<file path="src/lnk_pkg.sv">
`default_nettype none
package lnk_pkg;
   // bus register byte addresses
   localparam logic [7:0] ADDR_STATUS = 8'h00;   // read: block state
   localparam logic [7:0] ADDR_CONTROL = 8'h04;  // read/write: enables
   localparam logic [7:0] ADDR_TXQ_FIRST = 8'h80; // queue write, packet continues
   localparam logic [7:0] ADDR_TXQ_LAST = 8'h8c;  // queue write, ends the packet
   // control fields
   localparam int CTL_TX_EN_BIT = 0;     // enables the transmit queue path
   localparam int CTL_SID_EN_BIT = 1;    // enables self-id packet assembly
   localparam logic [1:0] CTL_RESET = 2'h3;
   // status fields
   localparam int STS_TX_FULL_BIT = 0;   // holding quadlet waits for the phy
   localparam int STS_SID_BUSY_BIT = 1;  // self-id packet under assembly
   localparam int STS_FIRST_BIT = 2;     // next queue write is a first quadlet
   // link-on marker and its patch
   localparam logic [15:0] LINKON_MARK = 16'h00e0;
   localparam int MARK_NIB_LSB = 4;       // position of the eh nibble
   localparam logic [3:0] MARK_NIB_PATCH = 4'h0;
   // self-id header and status layout
   localparam logic [3:0] TCODE_SELFID = 4'he;
   localparam int HDR_TCODE_LSB = 4;
   localparam int HDR_PRI_LSB = 0;
   localparam int STAT_SPD_LSB = 16;
   localparam int STAT_ACK_LSB = 0;
   // speed codes
   localparam logic [1:0] SPD_100 = 2'h0;
   localparam logic [1:0] SPD_200 = 2'h1;
   localparam logic [1:0] SPD_400 = 2'h2;
   localparam logic [1:0] SPD_UNDEF = 2'h3;
   // self-id assembly states
   typedef enum logic [1:0] {
      SID_IDLE = 2'b00,
      SID_HEAD = 2'b01,
      SID_DATA = 2'b10,
      SID_STAT = 2'b11
   } lnk_sid_state_e;
endpackage : lnk_pkg
`default_nettype wire

</file>
<file path="src/lnk_framer.sv">
// Overview of operation
// host writes link-on first quadlet at 80h
// host writes final quadlet at 8ch
// low half-word 00e0h marks link-on packet
// marker eh nibble becomes 0h toward phy
// host sets identifier 01 in top bits
// host fills target_node_field with target id
// host writes complemented upper half, ones below
// self-id header carries transaction code eh
// self-id quadlets follow in arrival order
// one status quadlet ends the packet
// speed code 00/01/10, 11 undefined
// status carries the returned_acknowledge code
// header carries the packet priority field
// self-id packet never interleaved with others
`timescale 1ns/1ns
`default_nettype none
module lnk_framer (
   input wire logic i_mclk,               // 25 mhz host clock
   input wire logic i_rstn,               // async reset, active low
   input wire logic i_hsel,               // ahb-lite slave select
   input wire logic [31:0] i_haddr,       // ahb address
   input wire logic [1:0] i_htrans,       // ahb transfer type
   input wire logic i_hwrite,             // ahb write
   input wire logic [2:0] i_hsize,        // ahb size, word only
   input wire logic [31:0] i_hwdata,      // ahb write data
   input wire logic i_hready,             // ahb bus ready
   output logic o_hreadyout,              // ahb slave ready
   output logic o_hresp,                  // ahb response, always okay
   output logic [31:0] o_hrdata,          // ahb read data
   output logic o_phy_valid,              // quadlet toward phy valid
   output logic [31:0] o_phy_data,        // quadlet toward phy
   output logic o_phy_last,               // last quadlet of packet
   input wire logic i_phy_ready,          // phy takes the quadlet
   input wire logic i_sid_valid,          // received self-id quadlet valid
   input wire logic [31:0] i_sid_data,    // received self-id quadlet
   input wire logic i_sid_last,           // final self-id quadlet of phase
   input wire logic [3:0] i_sid_pri,      // priority of the self-id packet
   input wire logic [1:0] i_sid_spd,      // receive speed, with last
   input wire logic [3:0] i_sid_ack,      // returned_acknowledge, with last
   output logic o_sid_ready,              // self-id quadlet taken
   input wire logic i_pkt_valid,          // other received packet quadlet
   input wire logic [31:0] i_pkt_data,    // other packet quadlet
   input wire logic i_pkt_last,           // other packet end
   output logic o_pkt_ready,              // other packet quadlet taken
   output logic o_grf_valid,              // receive fifo write valid
   output logic [31:0] o_grf_data,        // receive fifo write data
   output logic o_grf_last,               // receive fifo packet end
   input wire logic i_grf_ready           // receive fifo accepts
);
   logic dp_act;                 // data phase pending
   logic dp_write;               // data phase is a write
   logic [7:0] dp_addr;          // latched address
   logic [1:0] ctl;              // control register
   logic first_q;                // next queue write starts a packet
   logic wr_txq;                 // queue write in this data phase
   logic wr_done;                // bus write completes now
   logic next_first_q;           // first flag after this write
   logic [31:0] tx_word;         // queue word after marker patch
   lnk_pkg::lnk_sid_state_e sid_state; // self-id assembly state
   logic pkt_lock;               // other packet in progress
   logic out_load;               // output stage may load
   logic [3:0] pri_q;            // captured priority
   logic [1:0] spd_q;            // captured speed
   logic [3:0] ack_q;            // captured acknowledge

   // address phase capture, word transfers only
   always_ff @(posedge i_mclk or negedge i_rstn) begin
      if (!i_rstn) begin
         dp_act <= 1'b0;
         dp_write <= 1'b0;
         dp_addr <= 8'h00;
      end else if (i_hready) begin
         // only whole-word transfers are taken; narrower sizes are ignored
         dp_act <= i_hsel && i_htrans[1] && (i_hsize == 3'h2);
         dp_write <= i_hwrite;
         dp_addr <= i_haddr[7:0];
      end
   end

   // queue writes wait while the holding quadlet is still with the phy
   assign wr_txq = dp_act && dp_write &&
      (dp_addr == lnk_pkg::ADDR_TXQ_FIRST || dp_addr == lnk_pkg::ADDR_TXQ_LAST);
   assign o_hreadyout = !(wr_txq && o_phy_valid);
   assign o_hresp = 1'b0;
   assign wr_done = dp_act && dp_write && o_hreadyout;

   // read mux: unmapped and queue addresses read zero
   always_comb begin
      o_hrdata = 32'h0000_0000;
      if (dp_act && !dp_write) begin
         case (dp_addr)
            lnk_pkg::ADDR_STATUS: begin
               o_hrdata[lnk_pkg::STS_TX_FULL_BIT] = o_phy_valid;
               o_hrdata[lnk_pkg::STS_SID_BUSY_BIT] = (sid_state != lnk_pkg::SID_IDLE);
               o_hrdata[lnk_pkg::STS_FIRST_BIT] = first_q;
            end
            lnk_pkg::ADDR_CONTROL: begin
               o_hrdata[1:0] = ctl;
            end
            default: begin
               o_hrdata = 32'h0000_0000;
            end
         endcase
      end
   end

   // control register
   always_ff @(posedge i_mclk or negedge i_rstn) begin
      if (!i_rstn) begin
         ctl <= lnk_pkg::CTL_RESET;
      end else if (wr_done && dp_addr == lnk_pkg::ADDR_CONTROL) begin
         ctl <= i_hwdata[1:0];
      end
   end

   // marker check and patch on the first quadlet only
   always_comb begin
      tx_word = i_hwdata;
      if (first_q && i_hwdata[15:0] == lnk_pkg::LINKON_MARK) begin
         tx_word[lnk_pkg::MARK_NIB_LSB +: 4] = lnk_pkg::MARK_NIB_PATCH;
      end
      next_first_q = (dp_addr == lnk_pkg::ADDR_TXQ_LAST);
   end

   // first-quadlet tracking; 80h continues, 8ch ends a packet
   always_ff @(posedge i_mclk or negedge i_rstn) begin
      if (!i_rstn) begin
         first_q <= 1'b1;
      end else if (wr_done && wr_txq && ctl[lnk_pkg::CTL_TX_EN_BIT]) begin
         first_q <= next_first_q;
      end
   end

   // holding quadlet toward the phy
   always_ff @(posedge i_mclk or negedge i_rstn) begin
      if (!i_rstn) begin
         o_phy_valid <= 1'b0;
         o_phy_data <= 32'h0000_0000;
         o_phy_last <= 1'b0;
      end else if (wr_done && wr_txq && ctl[lnk_pkg::CTL_TX_EN_BIT]) begin
         o_phy_valid <= 1'b1;
         o_phy_data <= tx_word;
         o_phy_last <= next_first_q;
      end else if (i_phy_ready) begin
         o_phy_valid <= 1'b0;
      end
   end

   // output stage toward the receive fifo
   assign out_load = !o_grf_valid || i_grf_ready;
   assign o_sid_ready = (sid_state == lnk_pkg::SID_DATA) && out_load;
   // other packets only move while no self-id packet is open
   assign o_pkt_ready = (sid_state == lnk_pkg::SID_IDLE) && out_load;

   // other-packet lock: a self-id packet waits for its end
   always_ff @(posedge i_mclk or negedge i_rstn) begin
      if (!i_rstn) begin
         pkt_lock <= 1'b0;
      end else if (i_pkt_valid && o_pkt_ready) begin
         pkt_lock <= !i_pkt_last;
      end
   end

   // self-id assembly: header, data, status
   always_ff @(posedge i_mclk or negedge i_rstn) begin
      if (!i_rstn) begin
         sid_state <= lnk_pkg::SID_IDLE;
         pri_q <= 4'h0;
         spd_q <= 2'h0;
         ack_q <= 4'h0;
      end else begin
         case (sid_state)
            lnk_pkg::SID_IDLE: begin
               // start only between other packets
               if (i_sid_valid && ctl[lnk_pkg::CTL_SID_EN_BIT] && !pkt_lock &&
                   !(i_pkt_valid && o_pkt_ready)) begin
                  sid_state <= lnk_pkg::SID_HEAD;
                  pri_q <= i_sid_pri;
               end
            end
            lnk_pkg::SID_HEAD: begin
               if (out_load) begin
                  sid_state <= lnk_pkg::SID_DATA;
               end
            end
            lnk_pkg::SID_DATA: begin
               if (i_sid_valid && o_sid_ready && i_sid_last) begin
                  sid_state <= lnk_pkg::SID_STAT;
                  spd_q <= i_sid_spd;
                  ack_q <= i_sid_ack;
               end
            end
            lnk_pkg::SID_STAT: begin
               if (out_load) begin
                  sid_state <= lnk_pkg::SID_IDLE;
               end
            end
            default: begin
               sid_state <= lnk_pkg::SID_IDLE;
            end
         endcase
      end
   end

   // receive fifo write register
   always_ff @(posedge i_mclk or negedge i_rstn) begin
      if (!i_rstn) begin
         o_grf_valid <= 1'b0;
         o_grf_data <= 32'h0000_0000;
         o_grf_last <= 1'b0;
      end else if (out_load) begin
         o_grf_valid <= 1'b0;
         o_grf_last <= 1'b0;
         if (sid_state == lnk_pkg::SID_HEAD) begin
            o_grf_valid <= 1'b1;
            o_grf_data <= 32'h0000_0000;
            o_grf_data[lnk_pkg::HDR_TCODE_LSB +: 4] <= lnk_pkg::TCODE_SELFID;
            o_grf_data[lnk_pkg::HDR_PRI_LSB +: 4] <= pri_q;
         end else if (sid_state == lnk_pkg::SID_DATA && i_sid_valid) begin
            o_grf_valid <= 1'b1;
            o_grf_data <= i_sid_data;
         end else if (sid_state == lnk_pkg::SID_STAT) begin
            o_grf_valid <= 1'b1;
            o_grf_last <= 1'b1;
            o_grf_data <= 32'h0000_0000;
            o_grf_data[lnk_pkg::STAT_SPD_LSB +: 2] <= spd_q;
            o_grf_data[lnk_pkg::STAT_ACK_LSB +: 4] <= ack_q;
         end else if (sid_state == lnk_pkg::SID_IDLE && i_pkt_valid) begin
            o_grf_valid <= 1'b1;
            o_grf_data <= i_pkt_data;
            o_grf_last <= i_pkt_last;
         end
      end
   end

   AST_LINKON_PATCH: assert property (@(posedge i_mclk) disable iff (!i_rstn)
      wr_done && wr_txq && ctl[0] && first_q && i_hwdata[15:0] == 16'h00e0
      |=> o_phy_valid && o_phy_data[15:0] == 16'h0000)
      else $error("link-on marker not patched");
   AST_PLAIN_PASS: assert property (@(posedge i_mclk) disable iff (!i_rstn)
      wr_done && wr_txq && ctl[0] && i_hwdata[15:0] != 16'h00e0
      |=> o_phy_data == $past(i_hwdata))
      else $error("ordinary quadlet altered");
   AST_LAST_MARK: assert property (@(posedge i_mclk) disable iff (!i_rstn)
      wr_done && wr_txq && ctl[0] |=> o_phy_last == ($past(dp_addr) == 8'h8c) &&
      first_q == o_phy_last)
      else $error("packet end mark wrong");
   AST_TX_STALL: assert property (@(posedge i_mclk) disable iff (!i_rstn)
      o_phy_valid && !i_phy_ready |=> o_phy_valid && $stable(o_phy_data) &&
      $stable(o_phy_last))
      else $error("queue write overran holding quadlet");
   AST_HEAD: assert property (@(posedge i_mclk) disable iff (!i_rstn)
      sid_state == lnk_pkg::SID_HEAD && out_load
      |=> o_grf_valid && o_grf_data[7:4] == 4'he && sid_state == lnk_pkg::SID_DATA)
      else $error("self-id header wrong");
   AST_HEAD_PRI: assert property (@(posedge i_mclk) disable iff (!i_rstn)
      sid_state == lnk_pkg::SID_IDLE ##1 sid_state == lnk_pkg::SID_HEAD && out_load
      |=> o_grf_data[3:0] == $past(i_sid_pri, 2))
      else $error("header priority wrong");
   AST_SID_DATA: assert property (@(posedge i_mclk) disable iff (!i_rstn)
      i_sid_valid && o_sid_ready |=> o_grf_valid && o_grf_data == $past(i_sid_data))
      else $error("self-id quadlet lost or reordered");
   AST_STATUS: assert property (@(posedge i_mclk) disable iff (!i_rstn)
      i_sid_valid && o_sid_ready && i_sid_last ##1 out_load
      |=> o_grf_last && o_grf_data[17:16] == $past(i_sid_spd, 2) &&
      o_grf_data[3:0] == $past(i_sid_ack, 2))
      else $error("status quadlet wrong");
   AST_NO_MIX: assert property (@(posedge i_mclk) disable iff (!i_rstn)
      sid_state != lnk_pkg::SID_IDLE |-> !o_pkt_ready ##0 !(pkt_lock && $rose(sid_state[0])))
      else $error("other packet mixed into self-id packet");
endmodule : lnk_framer
`default_nettype wire

</file>
<file path="config.mk">
export PLATFORM = sky130hd
export DESIGN_NAME = lnk_framer
export DESIGN_NICKNAME = d
export VERILOG_FILES = /design/src/lnk_pkg.sv /design/src/lnk_framer.sv
export SDC_FILE = /design/constraint.sdc
export NUM_CORES = 1
export LEC_CHECK = 0
export BUFFER_PORTS_ARGS = -buffer_cell sky130_fd_sc_hd__buf_2
export CORE_MARGIN = 2
export CORE_UTILIZATION = 45
export DETAILED_ROUTE_END_ITERATION = 10
export GPL_TIMING_DRIVEN = 0
export PLACE_DENSITY = 0.81
export SLEW_MARGIN = 30
export SYNTH_ARGS = -nofsm -noshare
export SYNTH_HDL_FRONTEND = slang
export SYNTH_SLANG_ARGS = --single-unit
</file>
<file path="constraint.sdc">
create_clock -name i_mclk -period 2.6 [get_ports i_mclk]
set_clock_uncertainty 0.15 [all_clocks]
set_input_delay 0.26 -clock i_mclk [delete_from_list [all_inputs] [get_ports i_mclk]]
set_output_delay 0.26 -clock i_mclk [all_outputs]
set_load 0.02 [all_outputs]
</file>
# Yosys cells after proc, flatten, opt, wreduce, memory -nomap -nowiden
# Cells that the tools add are included.
# totals
ff_bits,94
input_bits,154
output_inout_bits,104
word_cells,89
# op_classes
eq_ne,12
mux,23
n_reduce_logical,38
# ops
operator,count
$mux 32,4
$logic_and 1x1->1,21
$eq 16x8->1 const B,1
$eq 8x8->1 const B,2
$mux 1,11
$eq 8x3->1 const B,1
$logic_not 8->1,1
$mux 2,4
$pmux 2 s4,1
$logic_not 1->1,6
$reduce_and 2->1,3
$eq 2x2->1 const B,2
$mux 4,1
$ne 2x1->1 const B,2
$ne 2x2->1 const B,2
$pmux 2 s2,1
$reduce_and 4->1,1
$reduce_bool 2->1,2
$reduce_bool 4->1,1
$eq 3x2->1 const B,1
$mux 3,1
$eq 2x1->1 const B,1
$logic_not 2->1,1
$logic_or 1x1->1,2

# Depth between registers and ports, before layout
# logic_depth
ltp_word,9
mapped_depth,9
ltp_nobuf,6

# Worst setup path before layout
# OpenSTA, ideal clock, no wires.
# synth_timing
path_kind,reg2reg
from,register sid_state[0]
to,register o_grf_data[6]
setup_ns,0.132
arrival_ns,1.693
required_ns,2.318
path_slack_ns,0.625
path_stages_with_launch,9
path_buffers,3
synth_period_minus_slack_ns,1.975
path_cell_list,dfrtp_1 inv_1 ha_1 and2_1 buf_2 buf_2 buf_2 a2111oi_0 nor2_1
# synth_via
elab_chain_len,4
elab_cells_between_ends,11
classes_between,3 x eq/ne; 3 x mux; 5 x reduce/logical
# synth_rtl
element,line,text
start: declaration,lnk_framer.sv:60,lnk_pkg::lnk_sid_state_e sid_state;
start signal: assignment,lnk_framer.sv:168,sid_state <= lnk_pkg::SID_IDLE;
start signal: assignment,lnk_framer.sv:178,sid_state <= lnk_pkg::SID_HEAD;
start signal: assignment,lnk_framer.sv:184,sid_state <= lnk_pkg::SID_DATA;
$eq 2x2->1 (tied with other cells),lnk_framer.sv:223,end else if (sid_state == lnk_pkg::SID_STAT) begin
$mux 32 (tied with other cells),lnk_framer.sv:223,
$mux 32 or $reduce_bool 4->1 (tied branches),n/a,
$mux 32 or $reduce_and 2->1 (tied branches),n/a,
end signal: indexed assignment,lnk_framer.sv:218,o_grf_data[lnk_pkg::HDR_TCODE_LSB +: 4] <= lnk_pkg::TCODE_SELFID;
end signal: indexed assignment,lnk_framer.sv:219,o_grf_data[lnk_pkg::HDR_PRI_LSB +: 4] <= pri_q;
end signal: assignment,lnk_framer.sv:222,o_grf_data <= i_sid_data;
end: declaration,lnk_framer.sv:47,"output logic [31:0] o_grf_data,"
# Several ways; a longest one is shown, not always the timed one.
# A chain may end at the register's enable or synchronous reset.

# Final worst setup path
# layout_timing
from,register sid_state[1]
to,register o_grf_data[7]
# The elaborated chain is that of the path after synthesis.

==> impl.org <==
** Layout
- The repair_antennas step left the layout with diodes totalling 0.
- Most frequent standard cell in the layout excluding fill and tap cells :: sky130_fd_sc_hd__buf_2
- Compared with the post-synthesis result, the final layout area differs by 43.7%.
- Cells with a size suffix above 1 make up 45.2% of the layout.
- At the end of the flow, the number of nets in the layout was 870.
- Once layout is complete, the utilization of the core stands at 66.4%.
- Most frequent cells in the layout :: sky130_fd_sc_hd__buf_2 (212), sky130_fd_sc_hd__dfrtp_1 (91), sky130_fd_sc_hd__dlygate4sd3_1 (52)
- After filler insertion, the fill cell instance count of the layout stands at 821.

** Job
- MaxCap Viol Count :: 0

** Floorplan
- Vert. Die Dim :: 107 µm
- The total area inside the core boundary comes to 10300 µm².
- Die X-Extent :: 107 µm
- In this run the core area contains 37 standard-cell rows.
- Starting Density :: 46.2%
- In this run the count of I/O pins placed on the die edge is 258.
- Die Footprint :: 11400 µm²

** Logic synthesis
- The synthesized netlist occupies a cell area of 4740 µm².
- Sequential-to-total area share from yosys stat :: 49.7%
- Multiplexer cells account for 15.5% of the synthesized area.
- Compound-cell area share of the yosys netlist :: 11.4%
- The synthesized netlist devotes 13.1% of its cell area to simple gates.
- By area, the combinational part of the netlist is dominated by multiplexers.
- Register bit count reported by yosys :: 94
- Dividing the synthesized area by the synthesized cell count gives 11.4 µm².
- Of the total synthesized cell area, the portion taken by full adders, half adders and majority gates is 1.05%.
- Cell taking the most area after synthesis :: sky130_fd_sc_hd__dfrtp_1
- Leading cell types by total area after synthesis :: sky130_fd_sc_hd__dfrtp_1 (48%), sky130_fd_sc_hd__mux2_4 (7.6%), sky130_fd_sc_hd__mux2_2 (6.4%), sky130_fd_sc_hd__buf_4 (4.7%), sky130_fd_sc_hd__nor3b_1 (4.3%)
- XOR/XNOR share of the synthesized area :: 0.185%
- Synth top area share :: 48.0%
- Among all flip-flop cells after synthesis, the most frequent one is sky130_fd_sc_hd__dfrtp_1.
- Yosys mapped a number of flops with a built-in enable equal to 0.
- Unique masters post-synth :: 43
- Synthesis produced a netlist whose cell count is 417.
- The Yosys step of the flow raised 0 warnings.
- Share of flip-flops with an asynchronous set or reset after synthesis :: 100%

** Global route
- Vias in the first global route :: 4325
- Initial antenna violation count :: 0
- Total Routing Usage GR :: 24.0%
- Entering global routing, the biggest net connects 50 pins.
- Summed over all layers, the global routing overflow is 0.
- Global-route wire length before repair :: 21200 µm

** Timing
- The final critical path takes up 88.4% of the cycle.
- Derived from the worst setup path, the maximum achievable clock frequency is 435 MHz.
- Final critical path time including I/O delays and setup :: 2300 ps
- The final count of pins violating max slew was 0.
- Number of hold violations in the final report :: 0
- Final number of setup-violating endpoints :: 0
- Worst-Margin Slew :: 732 ps
- Worst slew margin relative to its limit :: 51.0%
- Setup repair after global routing left no endpoint under its margin.
- Final-layout setup total negative slack :: 0 ps

** Clocking
- The tree is rooted in a sky130_fd_sc_hd__clkbuf_8.
- The clock passes through at most 2 buffers.
- After clock tree synthesis, the clock-pin slew on the worst setup and hold paths is 100 ps.
- The tree built by TritonCTS fans out to 94 sinks.
- TritonCTS Buffers :: 9
- H-tree depth :: 3
- Clock tree from TritonCTS :: yes
- For the worst-skew pair, the clock arrives at the later sink with an insertion delay of 360 ps.
- Buffers added to address setup during post-CTS repair amount to 0.

** Routing
- Via Count :: 4220
- The pre-antenna-repair detailed-routing pass consisted of 4 iterations.
- Drt initial violations :: 178
- For this block, the routed nets add up to 13700 µm of wire.
- In the routed design, unresolved DRC markers number 0.
- After detailed routing, the number of vias per cell comes to 4.95.
- Once detail routing completed, the nets flagged for antenna violations numbered 0.
- Routed length per instance :: 16.0 µm

** Setup path
- Critical path data arrival time :: 2390 ps
- Endpoint of the lowest-slack register-to-register path :: o_grf_data[7]$_DFFE_PN0P_
- Data on the critical path is required at its endpoint by 2690 ps.
- The setup path with the least slack is of type reg -> reg.
- Category of the worst setup path launch point :: flop
- Register-to-Register Setup Slack :: 300 ps
- Crit. End Element :: flop
- Along the worst path, the maximum fanout reaches 10.
- The startpoint identified for the worst register-to-register timing path is sid_state[1]$_DFFE_PN0P_.
- Measured in cells, the most critical reg-to-reg path has a length of 7.

** Power and ir drop
- The analysis attributes to cell leakage a power of 3.46 nW.
- Worst IR drop on VDD :: 0.777 mV
- Total power for the finished layout comes to 5.70 mW.
- Power spread over the standard cell area amounts to 836 nW/µm².

** Hold path
- The path class of the tightest hold or removal check is in -> reg.
- The worst hold path terminates at o_grf_data[5]$_DFFE_PN0P_.
- The worst hold path was traced through 3 stages.
- Hold Crit Start :: i_sid_data[5]

** Placement
- Post-detail-place hpwl :: 9740 µm
- Buffers placed on the I/O ports in this run total 202.
- Routability-driven placement finished with a final weighted congestion of 0.851.

** Status
- Outcome :: complete, no violations
report_power, final:
part	internal (mW)	switching, mW	total, mW	leakage (nW)
logic	0.990	1.57	2.56	2.22
registers	1.84	0.209	2.05	1.14
clock network	0.573	0.522	1.09	0.109
critical path: stages, from the launching register on:
cell,delay (ps)
sky130_fd_sc_hd__dfrtp_1,430
sky130_fd_sc_hd__inv_1,100
sky130_fd_sc_hd__ha_1,290
sky130_fd_sc_hd__nand2_1,170
sky130_fd_sc_hd__a31o_2,310
sky130_fd_sc_hd__buf_2,200
sky130_fd_sc_hd__a2111oi_0,450
sky130_fd_sc_hd__nor2_1,80
worst max path at each step:
| stage | startpoint | to | slack, ps | cells past startpoint |
|---|---|---|---|---|
| 5_1_grt | sid_state[1]$_DFFE_PN0P_ | o_grf_data[7]$_DFFE_PN0P_ | 180 | 7 |
| 3_5_place_dp | sid_state[0]$_DFFE_PN0P_ | o_grf_data[7]$_DFFE_PN0P_ | 330 | 8 |
| 2_1_floorplan | sid_state[0]$_DFFE_PN0P_ | o_grf_data[6]$_DFFE_PN0P_ | 630 | 8 |
| 4_1_cts | sid_state[0]$_DFFE_PN0P_ | o_grf_data[7]$_DFFE_PN0P_ | 310 | 8 |
| 3_3_place_gp | i_rstn | o_grf_data[23]$_DFFE_PN0P_ | 290 | 1 |
| 6_report | sid_state[1]$_DFFE_PN0P_ | o_grf_data[7]$_DFFE_PN0P_ | 300 | 7 |
cell families after synthesis:
group,after synthesis
and+or+nand+nor,113
muxes,58
xor gates and xnor gates,1
adders and majority gates,4
other,1
DFF,94
buffers and inverters,64
AOI/OAI and AO/OA,82
area by class of cell:
cell class	count	area, µm²	area share (%)
repair buffers	255	1570	23.0
well taps	136	170	2.50
flip-flops and latches	94	2360	34.6
inverters	5	18.8	0.275
multi-input cells	288	2070	30.3
plain buffers	59	410	6.02
clock inverters	6	92.6	1.36
clock buffers	10	138	2.02
metal layers:
metal | vias to the layer above | wire length (µm) | global-route usage (%)
met5 | - | 0 | 0
met2 | 161 | 7360 | 43.9
met4 | 0 | 418 | 10.1
met1 | 2004 | 5160 | 26.9
li1 | 2020 | - | -
met3 | 35 | 735 | 4.98
Yosys cell counts (5+ instances only):
library cell               number
sky130_fd_sc_hd__mux2i_1        7
sky130_fd_sc_hd__o31ai_1       26
sky130_fd_sc_hd__inv_1          5
sky130_fd_sc_hd__buf_2         11
sky130_fd_sc_hd__buf_4         30
sky130_fd_sc_hd__clkbuf_1      12
sky130_fd_sc_hd__a21oi_1       34
sky130_fd_sc_hd__a211o_1        5
sky130_fd_sc_hd__nor3b_1       27
sky130_fd_sc_hd__mux2_4        24
sky130_fd_sc_hd__nand2_1       31
sky130_fd_sc_hd__nand3_1        6
sky130_fd_sc_hd__mux2_2        27
sky130_fd_sc_hd__nor2_1        27
sky130_fd_sc_hd__dfrtp_1       91
registers in the layout (all words and copies together), names as in the netlist:
name         cells
spd_q            2
dp_addr          8
ack_q            4
o_phy_last       1
dp_act           1
dp_write         1
o_grf_last       1
sid_state        2
o_grf_valid      1
o_phy_valid      1
o_grf_data      32
pkt_lock         1
pri_q            4
first_q          1
ctl              2
o_phy_data      32
per-stage QoR:
stage	cells	hold slack [ps]	instance area [µm²]	setup slack (ps)
after global placement	784	305	6030	292
after floorplan	446	-186	4850	625
after global routing	853	16.2	6820	180
after detailed placement	785	76.1	6070	330
final	853	20.8	6820	302
after CTS	852	0.120	6810	308
repair_timing:
action,4_1_cts,5_1_grt
gates resized for setup,0,0
hold buffers,51,1
hold endpoints to repair,98,1
(Power assumes the default switching activity.)
